===== src/design/spb_defines.vh =====
// Offsets, field positions, masks and reset values of the serial port register banks.
// Assumes it is included by its bare name from every design file of the block.
`ifndef SPB_DEFINES_VH
`define SPB_DEFINES_VH

// Offsets inside the eight-location window, given as register index
`define SPB_OFS_DATA        3'h0
`define SPB_OFS_IER         3'h1
`define SPB_OFS_EVT         3'h2
`define SPB_OFS_LCBS        3'h3
`define SPB_OFS_MCR         3'h4
`define SPB_OFS_LSR         3'h5
`define SPB_OFS_MSR         3'h6
`define SPB_OFS_AUX         3'h7

// Interrupt registers, above the banked window
`define SPB_IDX_IRQ_STATUS  4'h8
`define SPB_IDX_IRQ_MASK    4'h9

// Bank numbers
`define SPB_BANK0           3'h0
`define SPB_BANK1           3'h1
`define SPB_BANK2           3'h2
`define SPB_BANK3           3'h3
`define SPB_BANK4           3'h4
`define SPB_BANK5           3'h5
`define SPB_BANK6           3'h6
`define SPB_BANK7           3'h7

// Bank selector: flag bit, second-level bit and bits 5-2 codes
`define SPB_BANK_SELECT_FLAG_BIT        7
`define SPB_SEL_HI_BIT      6
`define SPB_SEL_CODE_BANK2  4'h8
`define SPB_SEL_CODE_BANK3  4'h9
`define SPB_SEL_CODE_BANK4  4'ha
`define SPB_SEL_CODE_BANK5  4'hb
`define SPB_SEL_CODE_BANK6  4'hc
`define SPB_SEL_CODE_BANK7  4'hd

// Field masks
`define SPB_EXT_BIT         0
`define SPB_IER_BASE_MASK   8'h0f
`define SPB_IER_DMA_MASK    8'h10
`define SPB_IER_TXEMP_MASK  8'h20
`define SPB_MCR_STD_MASK    8'h1f
`define SPB_MCR_EXT_MASK    8'h0b
`define SPB_EXTENDED_CTRL_ONE_MASK      8'hb1
`define SPB_EXTENDED_CTRL_TWO_MASK      8'hb0
`define SPB_TX_FIFO_LEVEL_MASK      8'h3f
`define SPB_RX_FIFO_LEVEL_MASK      8'h1f
`define SPB_LINE_MASK       8'h7f

// Reset values
`define SPB_RST_BYTE        8'h00
`define SPB_RST_WORD        16'h0000
`define SPB_RST_EV          4'h0

// Interrupt event bits
`define SPB_EV_W            4
`define SPB_EV_RX           0
`define SPB_EV_TX           1
`define SPB_EV_BANK         2
`define SPB_EV_REFUSED      3

`endif


===== src/design/spb_bank_decode.v =====
// Bank selector decoder: maps the stored select byte to a bank number.
// Assumes the select byte comes from a register on the same clock.
`include "spb_defines.vh"
`default_nettype none

module spb_bank_decode
(
	// Stored line control / bank select byte
	input  wire [7:0] sel_byte,
	// Decoded bank
	output reg  [2:0] bank,
	output reg        bank_valid
);

////////////////////////////////////////////////////////////////////////////////
// Decode; codes outside the table select no bank, so window reads other than offset 03h return zero
always @*
begin
	bank = `SPB_BANK0;
	bank_valid = 1'b1;
	if (!sel_byte[`SPB_BANK_SELECT_FLAG_BIT])
		bank = `SPB_BANK0;
	else if (!sel_byte[`SPB_SEL_HI_BIT] || sel_byte[1] || sel_byte[0])
		bank = `SPB_BANK1;
	else
	begin
		case (sel_byte[5:2])
			`SPB_SEL_CODE_BANK2: bank = `SPB_BANK2;
			`SPB_SEL_CODE_BANK3: bank = `SPB_BANK3;
			`SPB_SEL_CODE_BANK4: bank = `SPB_BANK4;
			`SPB_SEL_CODE_BANK5: bank = `SPB_BANK5;
			`SPB_SEL_CODE_BANK6: bank = `SPB_BANK6;
			`SPB_SEL_CODE_BANK7: bank = `SPB_BANK7;
			default:             bank_valid = 1'b0;
		endcase
	end
end

endmodule
`default_nettype wire


===== src/design/spb_irq.v =====
// Sticky event status, mask and level interrupt of the register bank.
// Assumes events are one-cycle pulses on the same clock.
`include "spb_defines.vh"
`default_nettype none

module spb_irq
(
	// Clock and reset
	input  wire                 mclk,
	input  wire                 rst_b,
	// Events
	input  wire [`SPB_EV_W-1:0] events,
	// Software access
	input  wire                 clear_wr,
	input  wire                 mask_wr,
	input  wire [`SPB_EV_W-1:0] wr_data,
	// State
	output reg  [`SPB_EV_W-1:0] status,
	output reg  [`SPB_EV_W-1:0] mask,
	output reg                  irq
);

wire [`SPB_EV_W-1:0] clear_bits;
wire [`SPB_EV_W-1:0] next_status;
wire [`SPB_EV_W-1:0] next_mask;

// Set wins over a write-one clear in the same cycle
assign clear_bits  = clear_wr ? wr_data : `SPB_RST_EV;
assign next_status = (status & ~clear_bits) | events;
assign next_mask   = mask_wr ? wr_data : mask;

////////////////////////////////////////////////////////////////////////////////
// Status, mask and level output, the output tracks next state to avoid a lag
always @(posedge mclk or negedge rst_b)
begin
	if (!rst_b)
	begin
		status <= `SPB_RST_EV;
		mask   <= `SPB_RST_EV;
		irq    <= 1'b0;
	end
	else
	begin
		status <= next_status;
		mask   <= next_mask;
		irq    <= |(next_status & next_mask);
	end
end

endmodule
`default_nettype wire


===== src/design/spb_regs.v =====
// UART register banks of one serial port, behind an Avalon-MM slave.
// Assumes the UART core runs on mclk and hands over levels and pulses directly.
//
// Added by the designer: the Avalon-MM register port.
`include "spb_defines.vh"
`default_nettype none

// Operation
// Four banks of eight byte registers share one window, offsets 00h to 07h
// Line control / bank select sits at offset 03h in every bank
// A written byte with bit 7 set holds a bank selector in bits 6-0
// Selector decode: bit7 low bank 0, 10x or 11 with bits 1/0 bank 1, codes 2-7
// Bank 0 offset 00h reads received data, writes load transmit data
// Bank 0 offset 02h reads event identification, writes the write-only FIFO control
// Bank 1 holds legacy divisor low/high at 00h/01h; 02h and 04h-07h reserved
// Bank 2: divisor 00h/01h, extended control 02h and 04h, FIFO levels 06h/07h
// Bank 3: read-only revision 00h, line control copy 01h, FIFO control copy 02h
// Interrupt enable bits 3-0; extended adds bit 5; bit 4 DMA on second port
// Bank 0 offset 07h is scratch normally, auxiliary status/control when extended
// Revision register: module identifier bits 7-4, revision bits 3-0
// Writes to read-only or reserved places are ignored; reserved reads zero
module spb_regs
#(
	parameter SECOND_PORT = 1'b0,
	// Arbitrary identification values
	parameter [3:0] MODULE_ID = 4'h1,
	parameter [3:0] REVISION  = 4'h0
)
(
	// Clock and reset
	input  wire        mclk,
	input  wire        rst_b,
	// Avalon-MM slave
	input  wire [3:0]  avs_address,
	input  wire        avs_read,
	input  wire        avs_write,
	input  wire [3:0]  avs_byteenable,
	input  wire [31:0] avs_writedata,
	output reg  [31:0] avs_readdata,
	output reg         avs_waitrequest,
	// Interrupt
	output reg         irq,
	// Receive side of the UART core
	input  wire [7:0]  rx_data,
	input  wire        rx_valid,
	output reg         rx_pop,
	// Transmit side of the UART core
	output reg  [7:0]  tx_data,
	output reg         tx_load,
	// FIFO control
	output reg  [7:0]  fifo_ctrl,
	output reg         fifo_ctrl_load,
	input  wire [7:0]  tx_fifo_level,
	input  wire [7:0]  rx_fifo_level,
	// Status from the UART core
	input  wire [7:0]  event_ident,
	input  wire [7:0]  link_status,
	input  wire [7:0]  modem_status,
	input  wire [7:0]  aux_status,
	// Control to the UART core
	output reg  [7:0]  line_ctrl,
	output reg  [7:0]  irq_enable,
	output reg  [7:0]  modem_mode_ctrl,
	output reg  [7:0]  aux_status_ctrl,
	output reg  [15:0] legacy_divisor,
	output reg  [15:0] ext_divisor,
	output reg  [7:0]  extended_ctrl_one,
	output reg  [7:0]  extended_ctrl_two
);

////////////////////////////////////////////////////////////////////////////////
// Internal state

reg  [7:0]            bank_select;
reg  [7:0]            scratch_byte;
reg  [7:0]            next_rdata;
reg                   wr_legal;
reg                   bank_write;
reg                   tx_accepted;
reg                   refused;
wire [2:0]            bank;
wire                  bank_valid;
wire                  req;
wire                  rd_take;
wire                  wr_take;
wire [2:0]            offset;
wire [7:0]            wbyte;
wire                  ext_mode;
wire [7:0]            ier_mask;
wire [7:0]            mcr_mask;
wire [`SPB_EV_W-1:0]  events;
wire [`SPB_EV_W-1:0]  irq_status;
wire [`SPB_EV_W-1:0]  irq_mask;
wire                  irq_next;
wire                  irq_area;

// Request handshake terms
assign req      = avs_read | avs_write;
assign rd_take  = avs_read & ~avs_waitrequest;
assign wr_take  = avs_write & ~avs_waitrequest & avs_byteenable[0];
assign offset   = avs_address[2:0];
assign irq_area = avs_address[3];
assign wbyte    = avs_writedata[7:0];

// Mode terms; extended mode follows the extended control select bit
assign ext_mode = extended_ctrl_one[`SPB_EXT_BIT];
assign ier_mask = ext_mode ?
	(`SPB_IER_BASE_MASK | `SPB_IER_TXEMP_MASK | (SECOND_PORT ? `SPB_IER_DMA_MASK : `SPB_RST_BYTE)) :
	`SPB_IER_BASE_MASK;
assign mcr_mask = ext_mode ? `SPB_MCR_EXT_MASK : `SPB_MCR_STD_MASK;

////////////////////////////////////////////////////////////////////////////////
// Bank decode of the stored select byte

spb_bank_decode u_decode
(
	.sel_byte   (bank_select),
	.bank       (bank),
	.bank_valid (bank_valid)
);

////////////////////////////////////////////////////////////////////////////////
// Read mux and write legality for the addressed location
always @*
begin
	next_rdata = `SPB_RST_BYTE;
	wr_legal   = 1'b0;
	if (irq_area)
	begin
		case (avs_address)
			`SPB_IDX_IRQ_STATUS:
			begin
				next_rdata = {4'h0, irq_status};
				wr_legal   = 1'b1;
			end
			`SPB_IDX_IRQ_MASK:
			begin
				next_rdata = {4'h0, irq_mask};
				wr_legal   = 1'b1;
			end
			default:
				next_rdata = `SPB_RST_BYTE;
		endcase
	end
	else if (offset == `SPB_OFS_LCBS)
	begin
		// Reachable from any bank, including undecoded ones
		next_rdata = bank_select;
		wr_legal   = 1'b1;
	end
	else if (bank_valid)
	begin
		case (bank)
			`SPB_BANK0:
			begin
				case (offset)
					`SPB_OFS_DATA:
					begin
						next_rdata = rx_data;
						wr_legal   = 1'b1;
					end
					`SPB_OFS_IER:
					begin
						next_rdata = irq_enable & ier_mask;
						wr_legal   = 1'b1;
					end
					`SPB_OFS_EVT:
					begin
						next_rdata = event_ident;
						wr_legal   = 1'b1;
					end
					`SPB_OFS_MCR:
					begin
						next_rdata = modem_mode_ctrl & mcr_mask;
						wr_legal   = 1'b1;
					end
					`SPB_OFS_LSR:
						next_rdata = link_status;
					`SPB_OFS_MSR:
						next_rdata = modem_status;
					`SPB_OFS_AUX:
					begin
						next_rdata = ext_mode ? aux_status : scratch_byte;
						wr_legal   = 1'b1;
					end
					default:
						next_rdata = `SPB_RST_BYTE;
				endcase
			end
			`SPB_BANK1:
			begin
				case (offset)
					`SPB_OFS_DATA:
					begin
						next_rdata = legacy_divisor[7:0];
						wr_legal   = 1'b1;
					end
					`SPB_OFS_IER:
					begin
						next_rdata = legacy_divisor[15:8];
						wr_legal   = 1'b1;
					end
					default:
						next_rdata = `SPB_RST_BYTE;
				endcase
			end
			`SPB_BANK2:
			begin
				case (offset)
					`SPB_OFS_DATA:
					begin
						next_rdata = ext_divisor[7:0];
						wr_legal   = 1'b1;
					end
					`SPB_OFS_IER:
					begin
						next_rdata = ext_divisor[15:8];
						wr_legal   = 1'b1;
					end
					`SPB_OFS_EVT:
					begin
						next_rdata = extended_ctrl_one;
						wr_legal   = 1'b1;
					end
					`SPB_OFS_MCR:
					begin
						next_rdata = extended_ctrl_two;
						wr_legal   = 1'b1;
					end
					`SPB_OFS_MSR:
						next_rdata = tx_fifo_level & `SPB_TX_FIFO_LEVEL_MASK;
					`SPB_OFS_AUX:
						next_rdata = rx_fifo_level & `SPB_RX_FIFO_LEVEL_MASK;
					default:
						next_rdata = `SPB_RST_BYTE;
				endcase
			end
			`SPB_BANK3:
			begin
				// Identification and copies only; nothing here is writable
				case (offset)
					`SPB_OFS_DATA:
						next_rdata = {MODULE_ID, REVISION};
					`SPB_OFS_IER:
						next_rdata = {bank_select[`SPB_BANK_SELECT_FLAG_BIT], line_ctrl[6:0]};
					`SPB_OFS_EVT:
						next_rdata = fifo_ctrl;
					default:
						next_rdata = `SPB_RST_BYTE;
				endcase
			end
			default:
				// Infrared-only banks are not part of this block
				next_rdata = `SPB_RST_BYTE;
		endcase
	end
end

////////////////////////////////////////////////////////////////////////////////
// Slave handshake: waitrequest drops for one cycle, read data loads with it
always @(posedge mclk or negedge rst_b)
begin
	if (!rst_b)
	begin
		avs_waitrequest <= 1'b1;
		avs_readdata    <= 32'h0000_0000;
	end
	else
	begin
		avs_waitrequest <= ~(req & avs_waitrequest);
		if (avs_read && avs_waitrequest)
			avs_readdata <= {24'h00_0000, next_rdata};
	end
end

////////////////////////////////////////////////////////////////////////////////
// Register writes; illegal targets leave the registers unchanged and raise only the refused event
always @(posedge mclk or negedge rst_b)
begin
	if (!rst_b)
	begin
		bank_select       <= `SPB_RST_BYTE;
		line_ctrl         <= `SPB_RST_BYTE;
		scratch_byte      <= `SPB_RST_BYTE;
		aux_status_ctrl   <= `SPB_RST_BYTE;
		irq_enable        <= `SPB_RST_BYTE;
		modem_mode_ctrl   <= `SPB_RST_BYTE;
		fifo_ctrl         <= `SPB_RST_BYTE;
		tx_data           <= `SPB_RST_BYTE;
		legacy_divisor    <= `SPB_RST_WORD;
		ext_divisor       <= `SPB_RST_WORD;
		extended_ctrl_one <= `SPB_RST_BYTE;
		extended_ctrl_two <= `SPB_RST_BYTE;
	end
	else if (wr_take && wr_legal && !irq_area)
	begin
		if (offset == `SPB_OFS_LCBS)
		begin
			bank_select <= wbyte;
			// With the flag set the byte is a selector, line settings stay
			if (!wbyte[`SPB_BANK_SELECT_FLAG_BIT])
				line_ctrl <= wbyte & `SPB_LINE_MASK;
		end
		else
		begin
			case (bank)
				`SPB_BANK0:
				begin
					case (offset)
						`SPB_OFS_DATA:
							tx_data <= wbyte;
						`SPB_OFS_IER:
							irq_enable <= wbyte & ier_mask;
						`SPB_OFS_EVT:
							fifo_ctrl <= wbyte;
						`SPB_OFS_MCR:
							modem_mode_ctrl <= wbyte & mcr_mask;
						`SPB_OFS_AUX:
						begin
							if (ext_mode)
								aux_status_ctrl <= wbyte;
							else
								scratch_byte <= wbyte;
						end
						default:
							scratch_byte <= scratch_byte;
					endcase
				end
				`SPB_BANK1:
				begin
					if (offset == `SPB_OFS_DATA)
						legacy_divisor[7:0] <= wbyte;
					else
						legacy_divisor[15:8] <= wbyte;
				end
				`SPB_BANK2:
				begin
					case (offset)
						`SPB_OFS_DATA:
							ext_divisor[7:0] <= wbyte;
						`SPB_OFS_IER:
							ext_divisor[15:8] <= wbyte;
						`SPB_OFS_EVT:
							extended_ctrl_one <= wbyte & `SPB_EXTENDED_CTRL_ONE_MASK;
						`SPB_OFS_MCR:
							extended_ctrl_two <= wbyte & `SPB_EXTENDED_CTRL_TWO_MASK;
						default:
							ext_divisor <= ext_divisor;
					endcase
				end
				default:
					scratch_byte <= scratch_byte;
			endcase
		end
	end
end

////////////////////////////////////////////////////////////////////////////////
// Side-effect pulses to the UART core and event sources
always @(posedge mclk or negedge rst_b)
begin
	if (!rst_b)
	begin
		rx_pop         <= 1'b0;
		tx_load        <= 1'b0;
		fifo_ctrl_load <= 1'b0;
		bank_write     <= 1'b0;
		tx_accepted    <= 1'b0;
		refused        <= 1'b0;
	end
	else
	begin
		// A data read consumes the byte, so a second read sees the next one
		rx_pop <= rd_take & ~irq_area & bank_valid & (bank == `SPB_BANK0)
			& (offset == `SPB_OFS_DATA);
		tx_load <= wr_take & wr_legal & ~irq_area & (bank == `SPB_BANK0)
			& (offset == `SPB_OFS_DATA);
		fifo_ctrl_load <= wr_take & wr_legal & ~irq_area & (bank == `SPB_BANK0)
			& (offset == `SPB_OFS_EVT);
		bank_write <= wr_take & ~irq_area & (offset == `SPB_OFS_LCBS) & wbyte[`SPB_BANK_SELECT_FLAG_BIT];
		tx_accepted <= wr_take & wr_legal & ~irq_area & (bank == `SPB_BANK0)
			& (offset == `SPB_OFS_DATA);
		// Dropped writes are visible to software only as this event
		refused <= wr_take & ~wr_legal;
	end
end

////////////////////////////////////////////////////////////////////////////////
// Interrupt status and mask

assign events[`SPB_EV_RX]      = rx_valid;
assign events[`SPB_EV_TX]      = tx_accepted;
assign events[`SPB_EV_BANK]    = bank_write;
assign events[`SPB_EV_REFUSED] = refused;

spb_irq u_irq
(
	.mclk     (mclk),
	.rst_b    (rst_b),
	.events   (events),
	.clear_wr (wr_take & (avs_address == `SPB_IDX_IRQ_STATUS)),
	.mask_wr  (wr_take & (avs_address == `SPB_IDX_IRQ_MASK)),
	.wr_data  (wbyte[`SPB_EV_W-1:0]),
	.status   (irq_status),
	.mask     (irq_mask),
	.irq      (irq_next)
);

// Output stage kept in this module so the interrupt pin is a local flop
always @(posedge mclk or negedge rst_b)
begin
	if (!rst_b)
		irq <= 1'b0;
	else
		irq <= irq_next;
end

endmodule
`default_nettype wire


===== config.mk =====
export PLATFORM = sky130hd
export DESIGN_NAME = spb_regs
export DESIGN_NICKNAME = d
export VERILOG_FILES = /design/src/design/spb_bank_decode.v /design/src/design/spb_irq.v /design/src/design/spb_regs.v
export VERILOG_INCLUDE_DIRS = /design/src /design/src/design
export SDC_FILE = /design/constraint.sdc
export NUM_CORES = 1
export LEC_CHECK = 0
export BUFFER_PORTS_ARGS = -buffer_cell sky130_fd_sc_hd__buf_4
export CORE_ASPECT_RATIO = 1.4
export CORE_MARGIN = 3
export CORE_UTILIZATION = 45
export DETAILED_ROUTE_END_ITERATION = 7
export PLACE_DENSITY = 0.75
export SYNTH_ARGS = -nofsm -noshare
export SYNTH_HDL_FRONTEND = slang
export SYNTH_SLANG_ARGS = --single-unit

===== constraint.sdc =====
create_clock -name mclk -period 2.3 [get_ports mclk]
set_input_delay 0.345 -clock mclk [delete_from_list [all_inputs] [get_ports mclk]]
set_output_delay 0.345 -clock mclk [all_outputs]
set_load 0.02 [all_outputs]

* After elaboration in Yosys (flattened, before gate mapping)
Cells that the tools add are included.
Widths: inputs -> output; s select.
** Operators by class
- Equal/unequal tests :: 18
- Mux-type cells :: 28
- Bitwise logic cells :: 36
- Reduce and logical (&&, ||, !) cells :: 29
** Operators with widths (count)
- $pmux 8 s7 :: 1
- $pmux 8 s6 :: 1
- $reduce_and 4->1 :: 10
- $eq 4x4->1 const B :: 8
- $mux 8 :: 4
- $pmux 8 s4 :: 1
- $pmux 8 s3 :: 1
- $and 1x1->1 :: 19
- $pmux 3 s6 :: 1
- $and 8x5->8 :: 2
- $and 8x6->8 :: 2
- $pmux 8 s2 :: 1
- $eq 3x2->1 const B :: 4
- $eq 3x3->1 const B :: 4
- $mux 1 :: 10
- $reduce_and 5->1 :: 2
- $and 4x4->4 :: 2
- $mux 4 :: 2
- $not 1->1 :: 8
- $pmux 4 s2 :: 1
- $reduce_or 4->1 :: 2
- $eq 3x1->1 const B :: 2
- $logic_not 3->1 :: 2
- $mux 3 :: 2
- 14 further kinds :: 19
** Word-level totals
- Flip-flop bits (word level) :: 126
- Input bits :: 101
- Output and inout bits :: 133
- Logic and storage cells :: 136

* Longest topological paths before layout
- Depth in word-level cells :: 14
- Mapped depth :: 9
- Gate-level depth less buffers :: 5

* Hierarchy
From an unflattened synthesis, not the netlist that was laid out.
** Second synthesis, totals
- Cells, all modules :: 574
- Area total of the unflattened synthesis :: 6591.3 µm²
** By module, submodules not included
- spb_regs :: times used 1, cells an instance 538, area an instance 6147.1 µm², seq. area each 2778.9 µm²
- spb_irq :: times used 1, cells an instance 26, area an instance 362.8 µm², seq. area each 225.2 µm²
- spb_bank_decode :: times used 1, cells an instance 10, area an instance 81.3 µm², seq. area each 0.0 µm²

* Worst setup path before layout
Ideal clock, no wire load.
- Path type :: flip-flop to flip-flop
- Start point :: register extended_ctrl_one[0]
- End point :: register avs_readdata[2]
- Setup time :: 0.150 ns
- Arrival :: 2.164 ns
- Data required time :: 2.150 ns
- Slack :: -0.014 ns
- Cell stages (with the launch flop) :: 7
- Path buffers :: 1
- Period minus slack after synthesis :: 2.314 ns
- Cells stage by stage :: dfrtp_1 -> clkbuf_1 -> mux2_2 -> mux4_2 -> mux2_2 -> a221oi_1 -> a211oi_1
** On the way
- Word-level cells in the longest chain between the ends :: 7
- Elaborated cells between the ends (all ways) :: 8
- Classes of those cells :: 7 x mux; 1 x bitwise
** RTL lines
- start: declaration :: line spb_regs.v:67 : output reg [7:0] extended_ctrl_one,
- start signal: assignment :: line spb_regs.v:292 : extended_ctrl_one <= `SPB_RST_BYTE;
- start signal: assignment :: line spb_regs.v:344 : extended_ctrl_one <= wbyte & `SPB_EXTENDED_CTRL_ONE_MASK;
- $mux 5 (no line)
- $and 8x5->8 :: line spb_regs.v:174 : next_rdata = modem_mode_ctrl & mcr_mask;
- $pmux 8 s7 (*) :: line spb_regs.v:156 : case (offset)
- $pmux 8 s4 (*) :: line spb_regs.v:153 : case (bank)
- $mux 8 (*) :: line spb_regs.v:151 : else if (bank_valid)
- $mux 8 (*) :: line spb_regs.v:145 : else if (offset == `SPB_OFS_LCBS)
- $mux 8 (*) :: line spb_regs.v:128 : if (irq_area)
- end signal: assignment :: line spb_regs.v:272 : avs_readdata <= {24'h00_0000, next_rdata};
- end: declaration :: line spb_regs.v:39 : output reg [31:0] avs_readdata,
Mark *: on every way between the ends. The rest lies on a longest branch, timed or not.
A chain may end at the register's enable or synchronous reset.

* Worst setup path in the final report
- Start point :: register bank_select[1]
- End point :: register tx_data[5]
** On the way
- Word-level cells in the longest chain between the ends :: 12
- Elaborated cells between the ends (all ways) :: 16
- Classes of those cells :: 2 x eq/ne; 8 x mux; 6 x reduce/logical
** RTL lines
- start: declaration :: line spb_regs.v:74 : reg [7:0] bank_select;
- start signal: assignment :: line spb_regs.v:282 : bank_select <= `SPB_RST_BYTE;
- start signal: assignment :: line spb_regs.v:299 : bank_select <= wbyte;
- $logic_or 1x1->1 (*) (2 in series) :: line spb_bank_decode.v:23 : else if (!sel_byte[`SPB_SEL_HI_BIT] || sel_byte[1] || sel_byte[0])
- $mux 3 :: line spb_bank_decode.v:23
- $mux 3 :: line spb_bank_decode.v:21 : if (!sel_byte[`SPB_BANK_SELECT_FLAG_BIT])
- $eq 3x2->1 (tied with other cells) :: line spb_regs.v:153
- $pmux 1 s3 :: line spb_regs.v:153
- $mux 1 :: line spb_regs.v:151
- $mux 1 :: line spb_regs.v:145
- $mux 1 :: line spb_regs.v:128
- $logic_and 1x1->1 (2 in series) :: line spb_regs.v:295 : else if (wr_take && wr_legal && !irq_area)
- $reduce_and 4->1 (no line) (*)
- end signal: assignment :: line spb_regs.v:289 : tx_data <= `SPB_RST_BYTE;
- end signal: assignment :: line spb_regs.v:311 : tx_data <= wbyte;
- end: declaration :: line spb_regs.v:48 : output reg [7:0] tx_data,
Marked as above.

==> results.yml <==
yosys:
  post-synth-top-area-cell: "dfrtp_1"
  yosys_warnings: 0
  async_flop_share: 1.00
  yosys.area_share.simple: 0.101
  synth_top_family_by_area: "multiplexers"
  yosys-top-cells-area: "dfrtp_1 (46%), mux2_2 (19%), buf_4 (4.6%)"
  synth_ff_type: "dfrtp_1"
  synth-edff-count: 0
  synth_top_area_share: 0.460
  ys_types: 59
  yosysSeqAreaShare: 0.464
  synth_compound_gate_area_share: 0.119
  synth_fa_ha_area_frac: 0
  synth_xor_area_frac: 0.00271
  syn-cell-area_um2: 6470
  synth-seq-cells: 120
  syn_area_per_cell_um2: 11.5
  syn_inst: 561
  synth.area.mux_share: 0.237
setup_path:
  path_max_fanout: 4
  critical_path.top_delay_family: "simple AND/OR/NAND/NOR gates"
  r2r_cells: 6
  path_class: "register to register"
  max_stage_delay_ps: 440
  arrival_ps: 2580
  reg2reg_slack_ps: 20
  slowest_stage: "or3b_4"
  crit_required_ps: 2600
  path_cells: "or3b_4 > o41ai_4 > a2111oi_4 > nor3b_2 > buf_4 > mux2_4"
  worst-path-buf-inv: 1
  worst-path-stages: 6
  cp-end-kind: "register"
  startpoint_type: "register"
timing:
  fin_tns_setup_ps: 0
  finalSetupViolations: 0
  fmax_ghz: 0.439
  min_period_over_period: 0.992
  drv_slew: 0
  hold_viol_final: 0
  max_slew_margin: 0.615
  finalCriticalPeriod_ps: 2280
  tightest_slew_ps: 578
  rsz0062_at_grt: "true"
  worst_clock_skew_ps: 7.12
place:
  io_buffers: 161
  dp_hpwl_um: 16300
  gp_congestion: 0.912
die:
  die_h_um: 148
  dieWidth_um: 107
  coreArea_um2: 14000
  initial_utilization: 0.463
  num_rows: 51
  ios: 234
  die_area_um2: 15900
run:
  maxCapViolCount: 0
global_route:
  grt_pass1_wl_um: 33100
  grt_overflow: 0
  grt_pass1_vias: 5685
  antenna_found_initial: 0
  grt_max_degree: 65
  grt_use_total: 0.280
layout:
  fin_util: 0.631
  final_nets: 863
  syn_to_final_growth_pct: 36.3
  multi_input_area_um2: 3210
  regArea_um2: 3000
  n_fill_cell: 1105
  diodes: 0
  layout-drive-gt1-share: 0.484
route:
  drc: 0
  ant_nets: 0
  drtPass1Iterations: 5
  drt_iter0_markers: 332
  num_vias: 5462
  via_per_inst: 5.69
  routed_wl_um: 22200
  wl_per_cell_um: 23.1
power:
  p_leak_nw: 4.38
  p_total_mw: 6.28
  ir_drop_v: 0.000728
  p_per_area_nw_per_um2: 712
clock_tree:
  htree_levels: 4
  cts_tree: "built"
  root_buffer: "clkbuf_16"
  cts_buffer_depth: 2
  clkTransAtPathRegs_ps: 60
  cts_buffers: 17
  cts_num_sinks: 120
  clk_latency_ps: 410
worst_hold_path:
  holdPathStages: 2
  hold_class: "primary input to register"
outcome:
  status: "completed"
==> cell families after synthesis <==
kind of cell    count (synthesis)
buf+inv                        86
compound gates                106
flops                         120
simple gates                  110
mux                           136
other cells                     1
xor+xnor                        2
==> where the power goes <==
part / internal, mW / total (mW) / switching, mW / leakage [nW]
Combinational: 0.539 / 1.19 / 0.655 / 2.49
Sequential: 2.28 / 2.42 / 0.134 / 1.61
Clock: 1.70 / 2.67 / 0.971 / 0.283
Total: 4.52 / 6.28 / 1.76 / 4.38
==> cells in the mapped netlist, types with 2 or more instances <==
cell type	number
buf_2	11
o21ai_0	15
mux2_2	107
nand2b_1	3
and3_1	11
and3b_1	3
dfrtp_1	119
mux4_2	3
and4b_1	2
mux2i_1	26
clkbuf_1	25
nor3b_1	6
or2_2	3
nand4_1	3
nand3_1	6
xor2_1	2
and2_1	4
o22ai_1	7
a31oi_1	4
a211o_1	2
a21o_1	5
inv_1	5
a21oi_1	21
a22oi_1	11
buf_4	40
o211ai_1	9
o221ai_1	4
nand2_1	21
nor3_1	6
o2bb2ai_1	2
a211oi_1	5
nor2_1	18
buf_1	4
nor2b_1	6
a221oi_1	9
nand3b_1	10
==> area by class of cell <==
| cell class | count | share of cell area |
|---|---|---|
| clock inverter | 13 | 0.0176 |
| tap | 185 | 0.0263 |
| clock buffer | 19 | 0.0491 |
| multi-input combinational | 394 | 0.364 |
| inverter | 6 | 0.00256 |
| timing repair buffer | 223 | 0.199 |
| sequential | 120 | 0.341 |
==> final timing paths <==
| kind | startpoint | end |
|---|---|---|
| worst max-delay path | bank_select[1] | tx_data[5] |
| min in group asynchronous | rst_b | u_irq.status[1] |
| max in group asynchronous | rst_b | extended_ctrl_two[7] |
| worst min-delay path | avs_write | avs_waitrequest |
| worst min register to register | u_irq.irq | irq |
| worst max register to register | bank_select[1] | tx_data[5] |
==> state kept, by name, indices dropped and copies added, names as in the netlist <==
signal             flops
extended_ctrl_one      4
tx_data                8
irq_enable             5
legacy_divisor        16
refused                1
fifo_ctrl              8
u_irq.status           4
scratch_byte           8
avs_waitrequest        1
avs_readdata           8
u_irq.mask             4
bank_write             1
modem_mode_ctrl        5
ext_divisor           16
bank_select            8
tx_accepted            1
line_ctrl              7
aux_status_ctrl        8
rx_pop                 1
u_irq.irq              1
fifo_ctrl_load         1
extended_ctrl_two      3
irq                    1
==> layout by cell type, fill, tap and decap left out, drive strengths merged, types with 15 or more instances in the layout <==
master    n
a21oi    21
buf     222
clkbuf   19
conb     40
dfrtp   119
mux2    107
mux2i    26
nand2    21
nor2     18
o21ai    15
==> routing by layer <==
| metal | wire, µm | up-vias | track usage |
|---|---|---|---|
| li1 | - | 2394 | - |
| met1 | 8510 | 2777 | 0.336 |
| met2 | 11700 | 235 | 0.485 |
| met3 | 1150 | 56 | 0.0437 |
| met4 | 881 | 0 | 0.140 |
| met5 | 0 | - | 0 |
==> metrics by stage <==
stage	cells	setup WS (ps)	area (µm²)	hold slack, ps
4_1_cts	960	1.65	8730	124
2_1_floorplan	600	40.8	6620	49.4
3_3_place_gp	923	10.4	8090	264
5_1_grt	960	-39.5	8810	123
3_5_place_dp	923	-10.1	8090	267
6_report	960	19.5	8810	123
==> timing repair <==
action,CTS,global route
gates cloned,1,0
endpoints found under the hold margin,21,0
endpoints found under the setup margin,8,34
gates resized for setup,4,24
pin swaps,0,1
hold buffers,1,0
setup buffers,3,1
Note: power is estimated with default switching activity, not from simulation.
